### config.mk
export PLATFORM = sky130hd
export DESIGN_NAME = vcc_top
export DESIGN_NICKNAME = d
export VERILOG_FILES = /design/src/verilog/vcc_pkg.sv /design/src/verilog/vcc_top.sv
export SDC_FILE = /design/constraint.sdc
export NUM_CORES = 1
export LEC_CHECK = 0
export ABC_AREA = 1
export BUFFER_PORTS_ARGS = -buffer_cell sky130_fd_sc_hd__buf_2
export CORE_ASPECT_RATIO = 1.75
export CORE_MARGIN = 2
export CORE_UTILIZATION = 25
export DETAILED_ROUTE_END_ITERATION = 8
export SLEW_MARGIN = 20
export SYNTH_ARGS = -nofsm -noshare
export SYNTH_HDL_FRONTEND = slang
export SYNTH_SLANG_ARGS = --single-unit
### constraint.sdc
create_clock -name clock -period 1.27 [get_ports clock]
set_clock_uncertainty 0.05 [all_clocks]
set_input_delay 0.254 -clock clock [delete_from_list [all_inputs] [get_ports clock]]
set_output_delay 0.254 -clock clock [all_outputs]
set_load 0.03 [all_outputs]
### src/verilog/vcc_pkg.sv
// Register map, field layout and encodings of the voltage comparator control.
// Assumes a 32-bit AXI4-Lite bus with word-aligned register addresses.
package vcc_pkg;
	// ==========================================================
	// Register byte offsets.
	localparam logic [11:0] OFF_TASK_START = 12'h000;
	localparam logic [11:0] OFF_TASK_STOP = 12'h004;
	localparam logic [11:0] OFF_TASK_SAMPLE = 12'h008;
	localparam logic [11:0] OFF_EV_READY = 12'h100;
	localparam logic [11:0] OFF_EV_DOWN = 12'h104;
	localparam logic [11:0] OFF_EV_UP = 12'h108;
	localparam logic [11:0] OFF_EV_CROSS = 12'h10c;
	localparam logic [11:0] OFF_RESULT = 12'h400;
	localparam logic [11:0] OFF_ENABLE = 12'h500;
	localparam logic [11:0] OFF_PIN_SELECT = 12'h504;
	localparam logic [11:0] OFF_REF_CHOICE = 12'h508;
	localparam logic [11:0] OFF_EXT_REF_CHOICE = 12'h50c;
	localparam logic [11:0] OFF_LADDER_LEVELS = 12'h530;
	localparam logic [11:0] OFF_MODE = 12'h534;
	localparam logic [11:0] OFF_BAND_ENABLE = 12'h538;
	// ==========================================================
	// Field layout.
	localparam int ADDR_W = 12;
	localparam int SEL_W = 3;
	localparam int TAP_W = 6;
	localparam int SPEED_W = 2;
	localparam int ENABLE_W = 2;
	localparam int LOWER_TAP_LSB = 0;
	localparam int UPPER_TAP_LSB = 8;
	localparam int SPEED_LSB = 0;
	localparam int MAIN_MODE_BIT = 8;
	localparam logic [ENABLE_W-1:0] ENABLE_ON = 2'h2;
	localparam logic [SEL_W-1:0] PIN_SEL_HALF_SUPPLY = 3'h7;
	// ==========================================================
	// Encodings of the reference source choice.
	localparam logic [SEL_W-1:0] REF_INT_1V2 = 3'h0;
	localparam logic [SEL_W-1:0] REF_INT_1V8 = 3'h1;
	localparam logic [SEL_W-1:0] REF_INT_2V4 = 3'h2;
	localparam logic [SEL_W-1:0] REF_SUPPLY = 3'h4;
	localparam logic [SEL_W-1:0] REF_PIN = 3'h5;
	// ==========================================================
	// Speed settings and AXI responses.
	localparam logic [SPEED_W-1:0] SPEED_LOW_POWER = 2'h0;
	localparam logic [SPEED_W-1:0] SPEED_NORMAL = 2'h1;
	localparam logic [SPEED_W-1:0] SPEED_HIGH = 2'h2;
	localparam logic [1:0] RESP_OKAY = 2'h0;
	localparam logic [1:0] RESP_SLVERR = 2'h2;
endpackage

### src/verilog/vcc_top.sv
// Voltage comparator control: AXI4-Lite registers, tasks, events, result.
// Assumes an analog core whose output and ready lines are asynchronous.
//
// The register offsets and the AXI4-Lite slave port were chosen for this implementation.
`timescale 1ns/10ps

module vcc_top (
	input wire logic clock,
	input wire logic rst_n,
	input wire logic [11:0] s_axi_awaddr,
	input wire logic s_axi_awvalid,
	output logic s_axi_awready,
	input wire logic [31:0] s_axi_wdata,
	input wire logic [3:0] s_axi_wstrb,
	input wire logic s_axi_wvalid,
	output logic s_axi_wready,
	output logic [1:0] s_axi_bresp,
	output logic s_axi_bvalid,
	input wire logic s_axi_bready,
	input wire logic [11:0] s_axi_araddr,
	input wire logic s_axi_arvalid,
	output logic s_axi_arready,
	output logic [31:0] s_axi_rdata,
	output logic [1:0] s_axi_rresp,
	output logic s_axi_rvalid,
	input wire logic s_axi_rready,
	input wire logic comp_out_async,
	input wire logic core_ready_async,
	input wire logic ref_ready_async,
	output logic pins_acquired,
	output logic core_power,
	output logic differential_mode,
	output logic [1:0] speed_setting,
	output logic [2:0] positive_input_select,
	output logic [2:0] reference_source_choice,
	output logic [2:0] external_pin_reference_choice,
	output logic [5:0] active_ladder_tap,
	output logic band_active
);
	// ==========================================================
	// Address decode helper.
	function automatic logic hit(input logic [11:0] a, input logic [11:0] o);
		hit = (a[11:2] == o[11:2]);
	endfunction
	// ==========================================================
	// Bus state.
	logic aw_held_reg;
	logic w_held_reg;
	logic [11:0] awaddr_reg;
	logic [31:0] wdata_reg;
	logic [3:0] wstrb_reg;
	logic bvalid_reg;
	logic [1:0] bresp_reg;
	logic rvalid_reg;
	logic [31:0] rdata_reg;
	logic [1:0] rresp_reg;

	// Configuration and status.
	logic [1:0] enable_reg;
	logic [2:0] psel_reg;
	logic [2:0] reference_source_choice_reg;
	logic [2:0] extref_reg;
	logic [5:0] upper_tap_reg;
	logic [5:0] lower_tap_reg;
	logic [1:0] speed_reg;
	logic diff_reg;
	logic band_reg;
	logic running_reg;
	logic ready_done_reg;
	logic result_reg;
	logic ev_ready_reg;
	logic ev_down_reg;
	logic ev_up_reg;
	logic ev_cross_reg;

	// Synchronisers.
	logic [1:0] comp_sync_reg;
	logic [1:0] core_sync_reg;
	logic [1:0] ref_sync_reg;
	logic comp_prev_reg;

	// ==========================================================
	// Write channel decode.
	wire do_write = aw_held_reg && w_held_reg && !bvalid_reg;
	wire wb0 = wstrb_reg[0];
	wire wb1 = wstrb_reg[1];
	wire w_bit = wdata_reg[0];
	wire w_start = do_write && hit(awaddr_reg, vcc_pkg::OFF_TASK_START);
	wire w_stop = do_write && hit(awaddr_reg, vcc_pkg::OFF_TASK_STOP);
	wire w_sample = do_write && hit(awaddr_reg, vcc_pkg::OFF_TASK_SAMPLE);
	wire w_ev_ready = do_write && wb0 && hit(awaddr_reg, vcc_pkg::OFF_EV_READY);
	wire w_ev_down = do_write && wb0 && hit(awaddr_reg, vcc_pkg::OFF_EV_DOWN);
	wire w_ev_up = do_write && wb0 && hit(awaddr_reg, vcc_pkg::OFF_EV_UP);
	wire w_ev_cross = do_write && wb0 && hit(awaddr_reg, vcc_pkg::OFF_EV_CROSS);
	wire w_enable = do_write && wb0 && hit(awaddr_reg, vcc_pkg::OFF_ENABLE);
	wire w_psel = do_write && wb0 && hit(awaddr_reg, vcc_pkg::OFF_PIN_SELECT);
	wire w_ref = do_write && wb0 && hit(awaddr_reg, vcc_pkg::OFF_REF_CHOICE);
	wire w_ext = do_write && wb0 &&
		hit(awaddr_reg, vcc_pkg::OFF_EXT_REF_CHOICE);
	wire th_hit = hit(awaddr_reg, vcc_pkg::OFF_LADDER_LEVELS);
	wire mode_hit = hit(awaddr_reg, vcc_pkg::OFF_MODE);
	wire w_band = do_write && wb0 && hit(awaddr_reg, vcc_pkg::OFF_BAND_ENABLE);
	wire wr_mapped = w_start || w_stop || w_sample ||
		hit(awaddr_reg, vcc_pkg::OFF_EV_READY) ||
		hit(awaddr_reg, vcc_pkg::OFF_EV_DOWN) ||
		hit(awaddr_reg, vcc_pkg::OFF_EV_UP) ||
		hit(awaddr_reg, vcc_pkg::OFF_EV_CROSS) ||
		hit(awaddr_reg, vcc_pkg::OFF_RESULT) ||
		hit(awaddr_reg, vcc_pkg::OFF_ENABLE) ||
		hit(awaddr_reg, vcc_pkg::OFF_PIN_SELECT) ||
		hit(awaddr_reg, vcc_pkg::OFF_REF_CHOICE) ||
		hit(awaddr_reg, vcc_pkg::OFF_EXT_REF_CHOICE) ||
		th_hit || mode_hit ||
		hit(awaddr_reg, vcc_pkg::OFF_BAND_ENABLE);

	// ==========================================================
	// Comparator control decode.
	wire enabled = (enable_reg == vcc_pkg::ENABLE_ON);
	wire start_task = w_start && w_bit && enabled;
	wire stop_task = (w_stop && w_bit) ||
		(w_enable && wdata_reg[1:0] != vcc_pkg::ENABLE_ON);
	wire comp_s = comp_sync_reg[1];
	wire int_ref_used = !diff_reg &&
		(reference_source_choice_reg == vcc_pkg::REF_INT_1V2 ||
		reference_source_choice_reg == vcc_pkg::REF_INT_1V8 ||
		reference_source_choice_reg == vcc_pkg::REF_INT_2V4);
	wire ref_ok = !int_ref_used || ref_sync_reg[1];
	wire ready_set = running_reg && !ready_done_reg &&
		core_sync_reg[1] && ref_ok;
	wire crossing = running_reg && (comp_s != comp_prev_reg);
	wire up_set = crossing && comp_s;
	wire down_set = crossing && !comp_s;
	wire running_next = enabled && (start_task || (running_reg && !stop_task));
	wire band_next = (w_band && diff_reg) ? w_bit : band_reg;

	// ==========================================================
	// Read decode.
	logic [31:0] rd_value;
	logic rd_mapped;
	always_comb begin
		rd_value = 32'h0000_0000;
		rd_mapped = 1'b1;
		if (hit(s_axi_araddr, vcc_pkg::OFF_EV_READY)) begin
			rd_value[0] = ev_ready_reg;
		end else if (hit(s_axi_araddr, vcc_pkg::OFF_EV_DOWN)) begin
			rd_value[0] = ev_down_reg;
		end else if (hit(s_axi_araddr, vcc_pkg::OFF_EV_UP)) begin
			rd_value[0] = ev_up_reg;
		end else if (hit(s_axi_araddr, vcc_pkg::OFF_EV_CROSS)) begin
			rd_value[0] = ev_cross_reg;
		end else if (hit(s_axi_araddr, vcc_pkg::OFF_RESULT)) begin
			rd_value[0] = result_reg;
		end else if (hit(s_axi_araddr, vcc_pkg::OFF_ENABLE)) begin
			rd_value[1:0] = enable_reg;
		end else if (hit(s_axi_araddr, vcc_pkg::OFF_PIN_SELECT)) begin
			rd_value[2:0] = psel_reg;
		end else if (hit(s_axi_araddr, vcc_pkg::OFF_REF_CHOICE)) begin
			rd_value[2:0] = reference_source_choice_reg;
		end else if (hit(s_axi_araddr, vcc_pkg::OFF_EXT_REF_CHOICE)) begin
			rd_value[2:0] = extref_reg;
		end else if (hit(s_axi_araddr, vcc_pkg::OFF_LADDER_LEVELS)) begin
			rd_value[vcc_pkg::LOWER_TAP_LSB +: vcc_pkg::TAP_W] = lower_tap_reg;
			rd_value[vcc_pkg::UPPER_TAP_LSB +: vcc_pkg::TAP_W] = upper_tap_reg;
		end else if (hit(s_axi_araddr, vcc_pkg::OFF_MODE)) begin
			rd_value[vcc_pkg::SPEED_LSB +: vcc_pkg::SPEED_W] = speed_reg;
			rd_value[vcc_pkg::MAIN_MODE_BIT] = diff_reg;
		end else if (hit(s_axi_araddr, vcc_pkg::OFF_BAND_ENABLE)) begin
			rd_value[0] = band_reg;
		end else if (hit(s_axi_araddr, vcc_pkg::OFF_TASK_START) ||
			hit(s_axi_araddr, vcc_pkg::OFF_TASK_STOP) ||
			hit(s_axi_araddr, vcc_pkg::OFF_TASK_SAMPLE)) begin
			rd_value = 32'h0000_0000;
		end else begin
			rd_mapped = 1'b0;
		end
	end

	// ==========================================================
	// AXI4-Lite handshakes.
	assign s_axi_awready = !aw_held_reg;
	assign s_axi_wready = !w_held_reg;
	assign s_axi_bvalid = bvalid_reg;
	assign s_axi_bresp = bresp_reg;
	assign s_axi_arready = !rvalid_reg;
	assign s_axi_rvalid = rvalid_reg;
	assign s_axi_rdata = rdata_reg;
	assign s_axi_rresp = rresp_reg;

	always_ff @(posedge clock) begin
		if (!rst_n) begin
			aw_held_reg <= 1'b0;
			w_held_reg <= 1'b0;
			awaddr_reg <= 12'h000;
			wdata_reg <= 32'h0000_0000;
			wstrb_reg <= 4'h0;
			bvalid_reg <= 1'b0;
			bresp_reg <= vcc_pkg::RESP_OKAY;
		end else begin
			if (s_axi_awvalid && !aw_held_reg) begin
				aw_held_reg <= 1'b1;
				awaddr_reg <= s_axi_awaddr;
			end
			if (s_axi_wvalid && !w_held_reg) begin
				w_held_reg <= 1'b1;
				wdata_reg <= s_axi_wdata;
				wstrb_reg <= s_axi_wstrb;
			end
			if (do_write) begin
				bvalid_reg <= 1'b1;
				bresp_reg <= wr_mapped ? vcc_pkg::RESP_OKAY : vcc_pkg::RESP_SLVERR;
			end else if (bvalid_reg && s_axi_bready) begin
				bvalid_reg <= 1'b0;
				aw_held_reg <= 1'b0;
				w_held_reg <= 1'b0;
			end
		end
	end

	always_ff @(posedge clock) begin
		if (!rst_n) begin
			rvalid_reg <= 1'b0;
			rdata_reg <= 32'h0000_0000;
			rresp_reg <= vcc_pkg::RESP_OKAY;
		end else if (s_axi_arvalid && !rvalid_reg) begin
			rvalid_reg <= 1'b1;
			rdata_reg <= rd_value;
			rresp_reg <= rd_mapped ? vcc_pkg::RESP_OKAY : vcc_pkg::RESP_SLVERR;
		end else if (rvalid_reg && s_axi_rready) begin
			rvalid_reg <= 1'b0;
		end
	end

	// ==========================================================
	// Configuration registers.
	always_ff @(posedge clock) begin
		if (!rst_n) begin
			enable_reg <= 2'h0;
			psel_reg <= 3'h0;
			reference_source_choice_reg <= vcc_pkg::REF_INT_1V2;
			extref_reg <= 3'h0;
			upper_tap_reg <= 6'h00;
			lower_tap_reg <= 6'h00;
			speed_reg <= vcc_pkg::SPEED_LOW_POWER;
			diff_reg <= 1'b0;
			band_reg <= 1'b0;
		end else begin
			if (w_enable) enable_reg <= wdata_reg[1:0];
			if (w_psel) psel_reg <= wdata_reg[2:0];
			if (w_ref) reference_source_choice_reg <= wdata_reg[2:0];
			if (w_ext) extref_reg <= wdata_reg[2:0];
			if (do_write && th_hit && wb0) begin
				lower_tap_reg <= wdata_reg[vcc_pkg::LOWER_TAP_LSB +: vcc_pkg::TAP_W];
			end
			if (do_write && th_hit && wb1) begin
				upper_tap_reg <= wdata_reg[vcc_pkg::UPPER_TAP_LSB +: vcc_pkg::TAP_W];
			end
			if (do_write && mode_hit && wb0) begin
				speed_reg <= wdata_reg[vcc_pkg::SPEED_LSB +: vcc_pkg::SPEED_W];
			end
			if (do_write && mode_hit && wb1) begin
				diff_reg <= wdata_reg[vcc_pkg::MAIN_MODE_BIT];
			end
			band_reg <= band_next;
		end
	end

	// ==========================================================
	// Synchronisers, run state, result and events.
	always_ff @(posedge clock) begin
		if (!rst_n) begin
			comp_sync_reg <= 2'b00;
			core_sync_reg <= 2'b00;
			ref_sync_reg <= 2'b00;
			comp_prev_reg <= 1'b0;
		end else begin
			comp_sync_reg <= {comp_sync_reg[0], comp_out_async};
			core_sync_reg <= {core_sync_reg[0], core_ready_async};
			ref_sync_reg <= {ref_sync_reg[0], ref_ready_async};
			comp_prev_reg <= comp_s;
		end
	end

	always_ff @(posedge clock) begin
		if (!rst_n) begin
			running_reg <= 1'b0;
			ready_done_reg <= 1'b0;
			result_reg <= 1'b0;
		end else begin
			running_reg <= running_next;
			ready_done_reg <= running_next && (ready_done_reg || ready_set);
			if (w_sample && w_bit) result_reg <= comp_s;
		end
	end

	always_ff @(posedge clock) begin
		if (!rst_n) begin
			ev_ready_reg <= 1'b0;
			ev_down_reg <= 1'b0;
			ev_up_reg <= 1'b0;
			ev_cross_reg <= 1'b0;
		end else begin
			// Hardware set wins over a software clear in the same cycle.
			ev_ready_reg <= ready_set || (w_ev_ready ? w_bit : ev_ready_reg);
			ev_up_reg <= up_set || (w_ev_up ? w_bit : ev_up_reg);
			ev_down_reg <= down_set || (w_ev_down ? w_bit : ev_down_reg);
			ev_cross_reg <= crossing || (w_ev_cross ? w_bit : ev_cross_reg);
		end
	end

	// ==========================================================
	// Analog core controls.
	assign pins_acquired = enabled;
	assign core_power = running_reg;
	assign differential_mode = diff_reg;
	assign speed_setting = speed_reg;
	assign positive_input_select = psel_reg;
	assign reference_source_choice = reference_source_choice_reg;
	assign external_pin_reference_choice = extref_reg;
	assign active_ladder_tap = comp_s ? lower_tap_reg : upper_tap_reg;
	assign band_active = diff_reg && band_reg;

endmodule

==> impl_metrics.ini <==
[yosys]
synthCells = 554
yosysTopAreaCellShare_pct = 41.55
ys_async_sr_fraction_pct = 0
netlist-cell-type-count = 43
avgSynthCellArea_um2 = 7.218
seq_area_frac_synth_pct = 41.55
synth_area_leader_cell = dfxtp_1
syn_area_um2 = 3999
ys_warn_count = 0
synth_edf_count = 0
synth_area_leaders = dfxtp_1 (42%), nand2_1 (7.2%), a21oi_1 (6.9%)
ys_dominant_reg_cell = dfxtp_1
synth_seq_cells = 83

[floorplan]
start_util_pct = 25.31
die_area_um2 = 17060
fp.dieH_um = 171.3
chipWidth_um = 99.61
io-pin-count = 132
core-area_um2 = 15800
num_rows = 61

[finish]
layout_common_cells = buf_4 (92), buf_2 (58), dfxtp_1 (57), nand2_1 (56)
drive_gt1_share_pct = 46.09
layout_commonest_cell = buf_4
antenna_cells = 0
final_util_pct = 40.47
area_delta_synth_final_pct = 59.89
final_nets = 807
design_area_um2 = 6394

[clocking]
clk_latency_ps = 340
htreeDepth = 3
cts.clk_slew.worst_paths_ps = 60
ctsRootBufferMaster = clkbuf_16
cts_tree = yes
hold_buffers = 0
cts_buffer_depth = 2
cts-buffers-inserted = 9
cts_sinks = 83

[timing]
fin_crit_ps = 1700
fin_crit_sh_pct = 133.9
fmax_mhz = 588.2
setup_violations = 44
maxSlewViolCount = 0
rsz0062_at_grt = true
worst_slack_ps = -430.1
hold_viol_final = 0

[setup_path]
cpPeakStageDelay_ps = 330
slowest_stage = dfxtp_2
crit_chain = nor2_2 -> nand3_2 -> clkinv_2 -> buf_6 -> nand4_1 -> nor2_2 -> buf_4 -> a211oi_2 -> nand4_1 -> a21oi_1
endpoint_kind = flip-flop
critPathKind = flip-flop to flip-flop
crit_path_max_fanout = 3
critPathTopFamily = simple AND/OR/NAND/NOR gates
cp_data_arrival_time_ps = 1920
crit_path_start_kind = flip-flop
crit_buf_inv = 3
critical_path_required_ps = 1490

[run_status]
violations = setup timing
status = finished, violations left

[flow_run]
maxCapViolCount = 0

[route]
vias = 4284
wl_per_cell_um = 14.13
drtIter0Drc = 242
avgViaCountPerCell = 4.602
drc = 0
first_pass_iters = 4
postRouteAntennaNets = 0
drt_wl_total_um = 13160

[power_and_ir_drop]
peakVddDrop_v = 0.0006725
leakagePower_uw = 0.002956
p_per_area_nw_per_um2 = 973.9

[global_routing]
grt_use_met1_pct = 15.19
grt_pass1_wl_um = 20030
grt_busiest_layer = met2
grt_pass1_vias = 4152
grt_max_degree = 53
grt_overflow = 0
antenna_found_initial = 0
use_met3_pct = 2.113
gr-usage-met2_pct = 28.76
grt.total_usage_pct = 15.05

[placement]
hpwl_um = 9888
portBuffers = 83
pre_cts_ws_ps = -422.4
placed_cell_area_um2 = 5300
place.gp.congestion = 0.8851

[min_path]
hold_path_class = input pin to flip-flop
[synthesized netlist by cell type, types with 2 or more instances]
master     n
nor4_1     5
o21ai_1    2
a21oi_1   55
inv_1     72
a211oi_1  11
nor3_1     5
nand3_2    2
nor2_2     7
o211ai_1   2
dfxtp_1   83
nor2_1    72
clkbuf_1  15
nor3_4     2
o31ai_1    2
nor4_4     2
buf_4     23
nand2_1   77
nor2_4     2
buf_6      2
inv_2      4
nand4_1   14
o21ai_0   52
nand3_1   23
[final timing paths]
check,startpoint,to,slack (ps),cells after the start
worst max register to register,awaddr_reg[7],s_axi_bresp[1],-430,10
worst min-delay path,ref_ready_async,ref_sync_reg[0],50,3
worst max-delay path,awaddr_reg[7],s_axi_bresp[1],-430,10
worst min register to register,comp_sync_reg[0],comp_sync_reg[1],360,2
[kinds of logic after synthesis]
logic type / count (synthesis) / synth area share (%)
other: 1 / 0.09378
buffers and inverters: 119 / 13.74
AND/OR/NAND/NOR: 217 / 26.13
AO/OA/AOI/OAI: 134 / 18.49
flip-flops: 83 / 41.55
[layer usage]
metal / up-vias / share of wire [%]
li1: 2160 / -
met1: 1963 / 37
met2: 124 / 55
met3: 37 / 3.5
met4: 0 / 5.0
met5: - / 0
[layout make-up]
cell class / instances / area [um^2]
well taps: 189 / 236.5
clock buffers: 9 / 225.2
fillers: 1574 / 9405
repair buffers: 192 / 1540
multi-input cells: 373 / 2273
clock inverters: 7 / 52.55
inverters: 78 / 359.1
flip-flops and latches: 83 / 1707
[repair_timing]
item,CTS,global route
endpoints found under the setup margin,72,80
hold endpoints to repair,0,0
pin swaps,35,30
resized for setup,136,69
buffers inserted,16,13
[through the flow]
stage               instances  hold slack, ps  power [uW]  TNS (ps)
floorplan                 575           301.6        3335     -2251
global placement          888           347.8        3675    -12820
detailed placement        888           351.2        3682    -13460
CTS                       918           40.60        6229     -8156
global route              931           46.68        6489    -13500
finish                    931           52.43        6227     -8619
[report_power, final]
part           switching, uW  internal, uW
Sequential              67.7          2690
Combinational            616           423
Clock                   1090          1340
[worst register-to-register path, cell delays in order, from the launching register on]
cell	delay, ps
dfxtp_2	330
nor2_2	40
nand3_2	70
clkinv_2	90
buf_6	120
nand4_1	130
nor2_2	70
buf_4	130
a211oi_2	220
nand4_1	210
a21oi_1	180
Note: power is estimated with default switching activity, not from simulation.
